--- src/logic/ppe_pkg.sv ---
package ppe_pkg;

	// register offsets
	localparam logic [7:0] OFS_POWER_PATH_CONTROL    = 8'h01;
	localparam logic [7:0] OFS_EVENT_FLAGS_AND_MASKS = 8'h02;

	// reset values
	localparam logic [7:0] RST_POWER_PATH_CONTROL    = 8'h3d;
	localparam logic [7:0] RST_EVENT_FLAGS_AND_MASKS = 8'h80;
	localparam logic [7:0] UNMAPPED_READ_VALUE       = 8'h00;

	// power path control field positions
	localparam int unsigned BIT_AC_DETECT_SINK_CTRL  = 7;
	localparam int unsigned BIT_USB_DETECT_SINK_CTRL = 6;
	localparam int unsigned BIT_AC_PATH_ON           = 5;
	localparam int unsigned BIT_USB_PATH_ON          = 4;
	localparam int unsigned BIT_AC_LIMIT_HI          = 3;
	localparam int unsigned BIT_AC_LIMIT_LO          = 2;
	localparam int unsigned BIT_USB_LIMIT_HI         = 1;
	localparam int unsigned BIT_USB_LIMIT_LO         = 0;

	// event register field positions
	localparam int unsigned BIT_EVT_RESERVED_RW      = 7;
	localparam int unsigned BIT_BUTTON_CHANGE_MASK   = 6;
	localparam int unsigned BIT_AC_CHANGE_MASK       = 5;
	localparam int unsigned BIT_USB_CHANGE_MASK      = 4;
	localparam int unsigned BIT_EVT_RESERVED_RO      = 3;
	localparam int unsigned BIT_BUTTON_CHANGE_FLAG   = 2;
	localparam int unsigned BIT_AC_CHANGE_FLAG       = 1;
	localparam int unsigned BIT_USB_CHANGE_FLAG      = 0;

	// current limit table in ma
	localparam logic [11:0] ILIM_MA_CODE0     = 12'd100;
	localparam logic [11:0] ILIM_MA_CODE1     = 12'd500;
	localparam logic [11:0] ILIM_MA_CODE2     = 12'd1300;
	localparam logic [11:0] ILIM_MA_AC_CODE3  = 12'd2500;
	localparam logic [11:0] ILIM_MA_USB_CODE3 = 12'd1800;

	// event source order inside a vector
	localparam int unsigned EVT_USB    = 0;
	localparam int unsigned EVT_AC     = 1;
	localparam int unsigned EVT_BUTTON = 2;
	localparam int unsigned EVT_COUNT  = 3;

	// register access request from the serial interface
	typedef struct packed {
		logic       rd;
		logic       wr;
		logic [7:0] addr;
		logic [7:0] wdata;
	} ppe_reg_req_t;

	// register access answer
	typedef struct packed {
		logic       ack;
		logic [7:0] rdata;
	} ppe_reg_resp_t;

	// present input levels for the separate status register
	typedef struct packed {
		logic button;
		logic ac;
		logic usb;
	} ppe_status_t;

	// analog power path controls
	typedef struct packed {
		logic        ac_path_on;
		logic        usb_path_on;
		logic        usb_suspend;
		logic        ac_sink_on;
		logic        usb_sink_on;
		logic [1:0]  ac_limit_code;
		logic [1:0]  usb_limit_code;
		logic [11:0] ac_limit_ma;
		logic [11:0] usb_limit_ma;
	} ppe_path_ctrl_t;

endpackage

--- src/logic/ppe_change_det.sv ---
`timescale 1ns/10ps
module ppe_change_det
#(
	parameter int unsigned WIDTH = 3
)
(
	// clock and reset
	input  wire logic             i_mclk,
	input  wire logic             i_rstn,
	// sampled levels
	input  wire logic [WIDTH-1:0] i_level,
	// one cycle change pulses and last level
	output logic      [WIDTH-1:0] o_change,
	output logic      [WIDTH-1:0] o_level
);

	logic [WIDTH-1:0] prev_reg;
	logic             primed_reg;

	// first sample after reset only loads history
	always_ff @(posedge i_mclk)
	begin
		if (!i_rstn)
			primed_reg <= 1'b0;
		else
			primed_reg <= 1'b1;
	end

	always_ff @(posedge i_mclk)
	begin
		if (!i_rstn)
			prev_reg <= '0;
		else
			prev_reg <= i_level;
	end

	// either direction counts
	assign o_change = primed_reg ? (prev_reg ^ i_level) : '0;
	assign o_level  = prev_reg;

endmodule // ppe_change_det

--- src/logic/ppe_regs.sv ---
`timescale 1ns/10ps
module ppe_regs
(
	// clock and reset
	input  wire logic                    i_mclk,
	input  wire logic                    i_rstn,
	// register access
	input  wire ppe_pkg::ppe_reg_req_t   i_req,
	output ppe_pkg::ppe_reg_resp_t       o_resp,
	// supply and button levels
	input  wire logic                    i_push_button_input,
	input  wire logic                    i_ac_power_valid,
	input  wire logic                    i_usb_power_valid,
	input  wire logic                    i_ac_below_detect,
	input  wire logic                    i_usb_below_detect,
	// power path controls
	output ppe_pkg::ppe_path_ctrl_t      o_path,
	// present levels
	output ppe_pkg::ppe_status_t         o_status,
	// interrupt, active low
	output logic                         o_int_n
);

	// power path control fields
	logic        ac_detect_sink_ctrl_reg;
	logic        usb_detect_sink_ctrl_reg;
	logic        ac_path_on_reg;
	logic        usb_path_on_reg;
	logic        ac_limit_hi_reg;
	logic        usb_limit_hi_reg;
	// event register fields
	logic        evt_reserved_reg;
	logic        button_change_mask_reg;
	logic        ac_change_mask_reg;
	logic        usb_change_mask_reg;
	logic [2:0]  flags_reg;
	logic [2:0]  flags_next;
	// access decode
	logic        sel_path;
	logic        sel_evt;
	logic        wr_path;
	logic        wr_evt;
	logic        rd_evt;
	logic        take;
	logic [7:0]  path_value;
	logic [7:0]  evt_value;
	logic [7:0]  rdata_next;
	// events
	logic [2:0]  levels;
	logic [2:0]  changes;
	logic [2:0]  last_levels;
	logic [2:0]  masks;
	logic        int_n_next;
	logic        int_n_reg;
	logic        ack_reg;
	logic [7:0]  rdata_reg;
	ppe_pkg::ppe_path_ctrl_t path_reg;
	ppe_pkg::ppe_path_ctrl_t path_next;

	// current limit code to milliamps
	function automatic logic [11:0] limit_ma(input logic [1:0] code, input logic [11:0] top);
		logic [11:0] ma;
		ma = ppe_pkg::ILIM_MA_CODE0;
		unique case (code)
			2'b00: ma = ppe_pkg::ILIM_MA_CODE0;
			2'b01: ma = ppe_pkg::ILIM_MA_CODE1;
			2'b10: ma = ppe_pkg::ILIM_MA_CODE2;
			2'b11: ma = top;
		endcase
		return ma;
	endfunction

	// address decode
	assign sel_path = (i_req.addr == ppe_pkg::OFS_POWER_PATH_CONTROL);
	assign sel_evt  = (i_req.addr == ppe_pkg::OFS_EVENT_FLAGS_AND_MASKS);
	// a request held through its answer is taken once
	assign take     = !ack_reg;
	assign wr_path  = i_req.wr && sel_path && take;
	assign wr_evt   = i_req.wr && sel_evt && take;
	assign rd_evt   = i_req.rd && sel_evt && take;

	// power path control register
	always_ff @(posedge i_mclk)
	begin
		if (!i_rstn)
		begin
			ac_detect_sink_ctrl_reg  <= ppe_pkg::RST_POWER_PATH_CONTROL[ppe_pkg::BIT_AC_DETECT_SINK_CTRL];
			usb_detect_sink_ctrl_reg <= ppe_pkg::RST_POWER_PATH_CONTROL[ppe_pkg::BIT_USB_DETECT_SINK_CTRL];
			ac_path_on_reg           <= ppe_pkg::RST_POWER_PATH_CONTROL[ppe_pkg::BIT_AC_PATH_ON];
			usb_path_on_reg          <= ppe_pkg::RST_POWER_PATH_CONTROL[ppe_pkg::BIT_USB_PATH_ON];
			ac_limit_hi_reg          <= ppe_pkg::RST_POWER_PATH_CONTROL[ppe_pkg::BIT_AC_LIMIT_HI];
			usb_limit_hi_reg         <= ppe_pkg::RST_POWER_PATH_CONTROL[ppe_pkg::BIT_USB_LIMIT_HI];
		end
		else if (wr_path)
		begin
			// both sink bits land in the same write
			ac_detect_sink_ctrl_reg  <= i_req.wdata[ppe_pkg::BIT_AC_DETECT_SINK_CTRL];
			usb_detect_sink_ctrl_reg <= i_req.wdata[ppe_pkg::BIT_USB_DETECT_SINK_CTRL];
			ac_path_on_reg           <= i_req.wdata[ppe_pkg::BIT_AC_PATH_ON];
			usb_path_on_reg          <= i_req.wdata[ppe_pkg::BIT_USB_PATH_ON];
			// low limit bits are not stored
			ac_limit_hi_reg          <= i_req.wdata[ppe_pkg::BIT_AC_LIMIT_HI];
			usb_limit_hi_reg         <= i_req.wdata[ppe_pkg::BIT_USB_LIMIT_HI];
		end
	end

	// read image of power path control
	always_comb
	begin
		path_value = 8'h00;
		path_value[ppe_pkg::BIT_AC_DETECT_SINK_CTRL]  = ac_detect_sink_ctrl_reg;
		path_value[ppe_pkg::BIT_USB_DETECT_SINK_CTRL] = usb_detect_sink_ctrl_reg;
		path_value[ppe_pkg::BIT_AC_PATH_ON]           = ac_path_on_reg;
		path_value[ppe_pkg::BIT_USB_PATH_ON]          = usb_path_on_reg;
		path_value[ppe_pkg::BIT_AC_LIMIT_HI]          = ac_limit_hi_reg;
		path_value[ppe_pkg::BIT_AC_LIMIT_LO]          =
			ppe_pkg::RST_POWER_PATH_CONTROL[ppe_pkg::BIT_AC_LIMIT_LO];
		path_value[ppe_pkg::BIT_USB_LIMIT_HI]         = usb_limit_hi_reg;
		path_value[ppe_pkg::BIT_USB_LIMIT_LO]         =
			ppe_pkg::RST_POWER_PATH_CONTROL[ppe_pkg::BIT_USB_LIMIT_LO];
	end

	// power path steering
	always_comb
	begin
		path_next = '0;
		path_next.ac_path_on  = ac_path_on_reg;
		path_next.usb_path_on = usb_path_on_reg;
		path_next.usb_suspend = !usb_path_on_reg;
		// sinks are off whenever their control bit is set
		path_next.ac_sink_on  = !ac_detect_sink_ctrl_reg && i_usb_power_valid
			&& i_ac_below_detect;
		path_next.usb_sink_on = !usb_detect_sink_ctrl_reg && i_ac_power_valid
			&& i_usb_below_detect;
		path_next.ac_limit_code  = path_value[ppe_pkg::BIT_AC_LIMIT_HI:ppe_pkg::BIT_AC_LIMIT_LO];
		path_next.usb_limit_code = path_value[ppe_pkg::BIT_USB_LIMIT_HI:ppe_pkg::BIT_USB_LIMIT_LO];
		path_next.ac_limit_ma    = limit_ma(path_next.ac_limit_code,
			ppe_pkg::ILIM_MA_AC_CODE3);
		path_next.usb_limit_ma   = limit_ma(path_next.usb_limit_code,
			ppe_pkg::ILIM_MA_USB_CODE3);
	end

	always_ff @(posedge i_mclk)
	begin
		if (!i_rstn)
			path_reg <= '0;
		else
			path_reg <= path_next;
	end

	assign o_path = path_reg;

	// change detection on button, ac and usb
	assign levels[ppe_pkg::EVT_USB]    = i_usb_power_valid;
	assign levels[ppe_pkg::EVT_AC]     = i_ac_power_valid;
	assign levels[ppe_pkg::EVT_BUTTON] = i_push_button_input;

	ppe_change_det
	#(
		.WIDTH (ppe_pkg::EVT_COUNT)
	)
	u_change_det
	(
		.i_mclk   (i_mclk),
		.i_rstn   (i_rstn),
		.i_level  (levels),
		.o_change (changes),
		.o_level  (last_levels)
	);

	// present levels for the status register
	assign o_status.button = last_levels[ppe_pkg::EVT_BUTTON];
	assign o_status.ac     = last_levels[ppe_pkg::EVT_AC];
	assign o_status.usb    = last_levels[ppe_pkg::EVT_USB];

	// event register writable fields
	always_ff @(posedge i_mclk)
	begin
		if (!i_rstn)
		begin
			evt_reserved_reg       <= ppe_pkg::RST_EVENT_FLAGS_AND_MASKS[ppe_pkg::BIT_EVT_RESERVED_RW];
			button_change_mask_reg <= ppe_pkg::RST_EVENT_FLAGS_AND_MASKS[ppe_pkg::BIT_BUTTON_CHANGE_MASK];
			ac_change_mask_reg     <= ppe_pkg::RST_EVENT_FLAGS_AND_MASKS[ppe_pkg::BIT_AC_CHANGE_MASK];
			usb_change_mask_reg    <= ppe_pkg::RST_EVENT_FLAGS_AND_MASKS[ppe_pkg::BIT_USB_CHANGE_MASK];
		end
		else if (wr_evt)
		begin
			evt_reserved_reg       <= i_req.wdata[ppe_pkg::BIT_EVT_RESERVED_RW];
			button_change_mask_reg <= i_req.wdata[ppe_pkg::BIT_BUTTON_CHANGE_MASK];
			ac_change_mask_reg     <= i_req.wdata[ppe_pkg::BIT_AC_CHANGE_MASK];
			usb_change_mask_reg    <= i_req.wdata[ppe_pkg::BIT_USB_CHANGE_MASK];
		end
	end

	// flags: a change in the clearing cycle still sets
	always_comb
	begin
		flags_next = flags_reg;
		if (rd_evt)
			flags_next = 3'b000;
		flags_next[ppe_pkg::EVT_BUTTON] = flags_next[ppe_pkg::EVT_BUTTON]
			| changes[ppe_pkg::EVT_BUTTON];
		flags_next[ppe_pkg::EVT_AC]     = flags_next[ppe_pkg::EVT_AC]
			| changes[ppe_pkg::EVT_AC];
		flags_next[ppe_pkg::EVT_USB]    = flags_next[ppe_pkg::EVT_USB]
			| changes[ppe_pkg::EVT_USB];
	end

	always_ff @(posedge i_mclk)
	begin
		if (!i_rstn)
			flags_reg <= 3'b000;
		else
			flags_reg <= flags_next;
	end

	// read image of event register
	always_comb
	begin
		evt_value = 8'h00;
		evt_value[ppe_pkg::BIT_EVT_RESERVED_RW]    = evt_reserved_reg;
		evt_value[ppe_pkg::BIT_BUTTON_CHANGE_MASK] = button_change_mask_reg;
		evt_value[ppe_pkg::BIT_AC_CHANGE_MASK]     = ac_change_mask_reg;
		evt_value[ppe_pkg::BIT_USB_CHANGE_MASK]    = usb_change_mask_reg;
		evt_value[ppe_pkg::BIT_EVT_RESERVED_RO]    = 1'b0;
		evt_value[ppe_pkg::BIT_BUTTON_CHANGE_FLAG] = flags_reg[ppe_pkg::EVT_BUTTON];
		evt_value[ppe_pkg::BIT_AC_CHANGE_FLAG]     = flags_reg[ppe_pkg::EVT_AC];
		evt_value[ppe_pkg::BIT_USB_CHANGE_FLAG]    = flags_reg[ppe_pkg::EVT_USB];
	end

	// interrupt from unmasked flags
	assign masks[ppe_pkg::EVT_BUTTON] = button_change_mask_reg;
	assign masks[ppe_pkg::EVT_AC]     = ac_change_mask_reg;
	assign masks[ppe_pkg::EVT_USB]    = usb_change_mask_reg;
	assign int_n_next = !(|(flags_next & ~masks));

	always_ff @(posedge i_mclk)
	begin
		if (!i_rstn)
			int_n_reg <= 1'b1;
		else
			int_n_reg <= int_n_next;
	end

	assign o_int_n = int_n_reg;

	// read data returns the value before any clear
	always_comb
	begin
		rdata_next = ppe_pkg::UNMAPPED_READ_VALUE;
		if (sel_path)
			rdata_next = path_value;
		else if (sel_evt)
			rdata_next = evt_value;
	end

	always_ff @(posedge i_mclk)
	begin
		if (!i_rstn)
			rdata_reg <= 8'h00;
		else if (i_req.rd && take)
			rdata_reg <= rdata_next;
	end

	always_ff @(posedge i_mclk)
	begin
		if (!i_rstn)
			ack_reg <= 1'b0;
		else
			ack_reg <= (i_req.rd || i_req.wr) && take;
	end

	assign o_resp.ack   = ack_reg;
	assign o_resp.rdata = rdata_reg;

endmodule // ppe_regs

--- config.mk ---
export PLATFORM = sky130hd
export DESIGN_NAME = ppe_regs
export DESIGN_NICKNAME = d
export VERILOG_FILES = /design/src/logic/ppe_pkg.sv /design/src/logic/ppe_change_det.sv /design/src/logic/ppe_regs.sv
export SDC_FILE = /design/constraint.sdc
export NUM_CORES = 1
export LEC_CHECK = 0
export BUFFER_PORTS_ARGS = -buffer_cell sky130_fd_sc_hd__buf_2
export CAP_MARGIN = 10
export CORE_ASPECT_RATIO = 0.7
export CORE_MARGIN = 3
export CORE_UTILIZATION = 48
export CTS_BUF_LIST = sky130_fd_sc_hd__clkbuf_4
export DETAILED_ROUTE_END_ITERATION = 16
export PLACE_DENSITY_LB_ADDON = 0.12
export SLEW_MARGIN = 5
export SYNTH_ARGS = -nofsm -noshare
export SYNTH_HDL_FRONTEND = slang
export SYNTH_SLANG_ARGS = --single-unit
--- constraint.sdc ---
create_clock -name i_mclk -period 2.3 [get_ports i_mclk]
set_clock_uncertainty 0.2 [all_clocks]
set_input_delay 0.115 -clock i_mclk [delete_from_list [all_inputs] [get_ports i_mclk]]
set_output_delay 0.115 -clock i_mclk [all_outputs]
set_load 0.05 [all_outputs]
# ---- Word-level counts from Yosys, hierarchy flattened
# Index checks and enable logic that the tools add are counted.
dict set report word_totals {
  register_bits 60
  input_bits 25
  out_inout_bits 46
  word_cells 66
}
dict set report classes {
  eq_ne 2
  n_mux 8
  bitwise 8
  reduce_logical 21
}
# operator count
set op_table {}
lappend op_table {{$pmux 12 s3} 2}
lappend op_table {{$mux 27} 1}
lappend op_table {{$mux 8} 2}
lappend op_table {{$logic_and 1x1->1} 12}
lappend op_table {{$eq 8x1->1 const B} 1}
lappend op_table {{$eq 8x2->1 const B} 1}
lappend op_table {{$mux 3} 2}
lappend op_table {{$logic_not 1->1} 5}
lappend op_table {{$logic_not 2->1} 2}
lappend op_table {{$and 3x3->3} 1}
lappend op_table {{$not 3->3} 1}
lappend op_table {{$or 1x1->1} 3}
lappend op_table {{$reduce_or 3->1} 1}
lappend op_table {{$xor 3x3->3} 1}
lappend op_table {{$not 1->1} 2}
lappend op_table {{$logic_or 1x1->1} 1}
lappend op_table {{$mux 1} 1}

# ---- Logic depth before layout (Yosys ltp)
dict set report logic_depth {
  ltp_word 8
  mapped_depth 4
  mapped_depth_nobuf 4
}

# ---- Modules after synthesis
# From an unflattened synthesis, not the netlist that was laid out.
dict set report hier_totals {
  hier_cells 149
  area_unflattened_um2 1530.2
}
# mod instances cells_per_inst area_each_um2 seq_area_each_um2
set modules_own_cells {}
lappend modules_own_cells {ppe_regs 1 136 1382.6 680.7}
lappend modules_own_cells {ppe_change_det 1 13 147.6 80.1}

# ---- Worst setup path after synthesis
# Ideal clock, no wire load.
dict set report synth_timing {
  kind {register to register}
  startpoint {register ack_reg}
  endpoint {register int_n_reg, in the netlist o_int_n}
  setup_time_ps 103
  arrival_time_ps 1714
  required_ps 1997
  setup_slack_ps 284
  path_stages_with_launch 5
  path_buffers 0
  synth_period_minus_slack_ps 2016
  cell_sequence {dfxtp_1 -> or4b_4 -> nor4b_4 -> o22ai_2 -> a222oi_1}
}
dict set report synth_via {
  elab_chain_len 7
  elab_cells_between_ends 9
  cone_classes {mux (1); bitwise (4); reduce/logical (4)}
}
# item line
set synth_lines {}
lappend synth_lines {{start: declaration} ppe_regs.sv:55} ;# logic ack_reg;
lappend synth_lines {{start signal: assignment} ppe_regs.sv:270} ;# ack_reg <= (i_req.rd || i_req.wr) && take;
lappend synth_lines {{$logic_not 1->1 *} ppe_regs.sv:77} ;# assign take = !ack_reg;
lappend synth_lines {{$logic_and 1x1->1 *} ppe_regs.sv:80} ;# assign rd_evt = i_req.rd && sel_evt && take;
lappend synth_lines {{$mux 3 *} ppe_regs.sv:199} ;# if (rd_evt)
lappend synth_lines {{$or 1x1->1, on equally long branches} {ppe_regs.sv:206, ppe_regs.sv:202, ppe_regs.sv:204}}
lappend synth_lines {{$and 3x3->3 *} ppe_regs.sv:235} ;# assign int_n_next = !(|(flags_next & ~masks));
lappend synth_lines {{$reduce_or 3->1 *} ppe_regs.sv:235}
lappend synth_lines {{$logic_not 1->1 *} ppe_regs.sv:235}
lappend synth_lines {{end signal: assignment} ppe_regs.sv:242} ;# int_n_reg <= int_n_next;
lappend synth_lines {{end: declaration} ppe_regs.sv:54} ;# logic int_n_reg;
# Every way passes the cells marked *; elsewhere a longest branch is shown, timed or not.
# A chain may end at the register's enable or synchronous reset.

# ---- Worst setup path in the final report
dict set report layout_timing {
  startpoint {input i_req[8] (netlist bit)}
  endpoint {register evt_reserved_reg}
}
dict set report layout_via {
  elab_chain_len 3
}
# item line
set layout_lines {}
lappend layout_lines {{start: declaration} ppe_regs.sv:8} ;# input wire ppe_pkg::ppe_reg_req_t i_req,
lappend layout_lines {{$eq 8x2->1} ppe_regs.sv:75} ;# assign sel_evt = (i_req.addr == ppe_pkg::OFS_EVENT_FLAGS_AND_MASKS);
lappend layout_lines {{$logic_and 1x1->1 (2 in a row)} ppe_regs.sv:79} ;# assign wr_evt = i_req.wr && sel_evt && take;
lappend layout_lines {{end signal: assignment} ppe_regs.sv:181} ;# evt_reserved_reg <= ppe_pkg::RST_EVENT_FLAGS_AND_MASKS[ppe_pkg::BIT_EVT_RESERVED_RW];
lappend layout_lines {{end signal: assignment} ppe_regs.sv:188} ;# evt_reserved_reg <= i_req.wdata[ppe_pkg::BIT_EVT_RESERVED_RW];
lappend layout_lines {{end: declaration} ppe_regs.sv:32} ;# logic evt_reserved_reg;
# No other way between the ends.

==> flow_metrics.tcl <==
set metrics [dict create \
    grt_usage 0.178 \
    crit_slowest_cell "dlygate4sd3_1" \
    path_buf_inv 3 \
    grt_max_degree 36 \
    layout_min_cycle_time_ns 2.30 \
    power_density_mw_per_mm2 665 \
    status "finished, final reports clean" \
    synth-edff-count 0 \
    synthArstFlopShare 0 \
    critical_path.top_delay_family "buffers and inverters" \
    ys_warn_count 0 \
    via_count 1213 \
    ir_drop_mv 0.402 \
    ctsLongestPathBuffers 2 \
    cts_tree "built" \
    cts_inserted_buffers 5 \
    cts.sinks 37 \
    num_antenna_cells 0 \
    synth_top_cell_area_share 0.487 \
    path_depth 7 \
    start_kind "input pin" \
    drc 0 \
    hpwl_mm 2.11 \
    path_max_fanout 4 \
    rows 16 \
    synthTopCellsByCount "dfxtp_1, buf_4, nand2_1, nor2b_1, mux2i_1" \
    routabilityCongestion 0.786 \
    drive_gt1_frac 0.352 \
    cp_common_cell "dlygate4sd3_1" \
    power_uw 1340 \
    min_path_cells 4 \
    fin_cells 255 \
    wirelength_mm 3.21 \
    clkTransAtPathRegs_ns 0.11 \
    boundaryPins 71 \
    die_w_um 73.3 \
    yosysUniqueCellTypes 27 \
    pre_cts_ws_ns 0.193 \
    cp-startpoint "i_req[8]" \
    drtPass1Iterations 4 \
    grt_pass1_vias 1163 \
    fin_ws_ns 0.00441 \
    syn_area_per_cell_um2 10.3 \
    place_inst 224 \
    crit_type "in2reg" \
    ctsRootBufferMaster "clkbuf_4" \
    yosysMostFrequentCell "dfxtp_1" \
    crit_path_end_kind "flop" \
    grt_pass1_wl_mm 5.13 \
    fin_nets 243 \
    syn-cell-area_mm2 0.00152 \
    area_growth_syn_to_layout_pct 32.9 \
    clk_latency_ns 0.33 \
    worst_ep_required_time_ns 2.33 \
    max_freq_ghz 0.436 \
    min-delay-start "i_req[14]" \
    die_h_um 53.1 \
    slew_violations 0 \
    ys_ff_latch 37 \
    dr.first_iter.drc_count 39 \
    ctsHtreeMaxLevel 2 \
    initial_core_util 0.524 \
    netlist_instances 147 \
    finalSetupViolCount 0 \
    crit_chain "dlygate4sd3_1 > buf_2 > nor4b_1 > nand3_1 > mux2i_1 > nand2_1 > dlygate4sd3_1" \
    antenna_found_initial 0 \
    drv_cap 0 \
    wl_per_cell_um 12.6 \
    r2r_cells 4 \
    hp-class "in2reg" \
    antenna_left 0 \
    cpPeakStageDelay_ns 0.57 \
    ys.flop_type "dfxtp_1" \
    port_buffers 60 \
    dieArea_mm2 0.00389 \
    p_leak_uw 0.000959 \
    whs_ns 0.0122 \
    grt-ovfl-total 0 \
    largest_reg_flops 11 \
    r2r-start "ack_reg" \
    yosysTopAreaCell "dfxtp_1" \
    arrival_ns 2.32 \
    rsz0062_at_grt "yes" \
    synth.area.top_cells "dfxtp_1, buf_4, mux2i_1" \
    finalHoldViolCount 0 \
    core_mm2 0.00290 \
    final.setup.tns_ns 0 \
    finalCritPeriodShare 0.998 \
    ys_seq_area_frac 0.487 \
    via_per_inst 4.76 \
]
## cell families after synthesis
group,after synthesis,share of synthesized area
buffers and inverters,32,0.138
AND/OR/NAND/NOR,47,0.200
multiplexers,10,0.0658
flip-flops,37,0.487
other,1,0.00247
XOR/XNOR,3,0.0173
AO/OA/AOI/OAI,17,0.0889
## stage by stage
stage | util | instance area (um^2)
after global placement | 0.590 | 1710
after detailed placement | 0.590 | 1710
after CTS | 0.689 | 2000
after global routing | 0.696 | 2020
after floorplan | - | 1550
final | 0.696 | 2020
## area by class of cell
cell class                 instances  area [um^2]
fill                             243          882
sequential                        37          741
multi-input combinational         85          601
timing repair buffer              85          541
clock buffer                       6         45.0
tap                               36         45.0
clock inverter                     2         33.8
inverter                           4         15.0
## layout by cell type (no fill, tap or decap)
| cell | count |
|---|---|
| nand3_1 | 1 |
| nor4b_4 | 1 |
| or4b_4 | 1 |
| bufinv_16 | 1 |
| nor4_2 | 1 |
| nor4_1 | 1 |
| nand3_2 | 1 |
| a22oi_1 | 6 |
| a21boi_0 | 5 |
| dlygate4sd3_1 | 21 |
| nand2b_1 | 1 |
| or4_4 | 1 |
| xnor2_1 | 3 |
| buf_2 | 60 |
| a221oi_1 | 2 |
| inv_1 | 4 |
| o22ai_2 | 1 |
| a222oi_1 | 1 |
| buf_4 | 4 |
| and3b_1 | 2 |
| and2_1 | 7 |
| nor2_1 | 1 |
| conb_1 | 8 |
| nor2b_1 | 13 |
| clkinv_1 | 1 |
| nor4b_1 | 2 |
| nand2_1 | 13 |
| clkbuf_4 | 6 |
| dfxtp_1 | 37 |
| mux2i_1 | 10 |
| nor3b_1 | 1 |
| o22ai_1 | 2 |
## path summary, 6_finish.rpt
check | end | slack, ns
worst min-delay path | flags_reg[2] | 0.01
worst max-delay path | evt_reserved_reg | 0.004
worst max register to register | o_int_n | 0.19
worst min register to register | o_path[17] | 0.27
## where the power goes
part           switching (uW)  total (uW)  internal [uW]  leakage (uW)
registers                10.5         671            661      0.000303
clock network             205         443            238     0.0000433
logic                     160         230           70.6      0.000612
## worst reg2reg max path, delay by kind of cell (launching register included)
family,cells,cell delay (ns)
DFF,1,0.35
AOI/OAI and AO/OA,2,0.46
and+or+nand+nor,2,1.02
## metal layers
layer / part of all wire / vias to the layer above / routed length [um] / GRT usage
met3: 0.088 / 4 / 283 / 0.0683
met1: 0.44 / 543 / 1400 / 0.209
li1: - / 610 / - / -
met2: 0.47 / 56 / 1490 / 0.300
met5: 0 / - / 0 / 0
met4: 0.0078 / 0 / 25 / 0.0552
## repair_timing
item	4_1_cts	5_1_grt
gates resized for setup	0	1
endpoints found under the setup margin	0	3
setup buffers	0	2
hold endpoints to repair	21	0
hold buffers	21	0
Note: power is estimated with default switching activity, not from simulation.
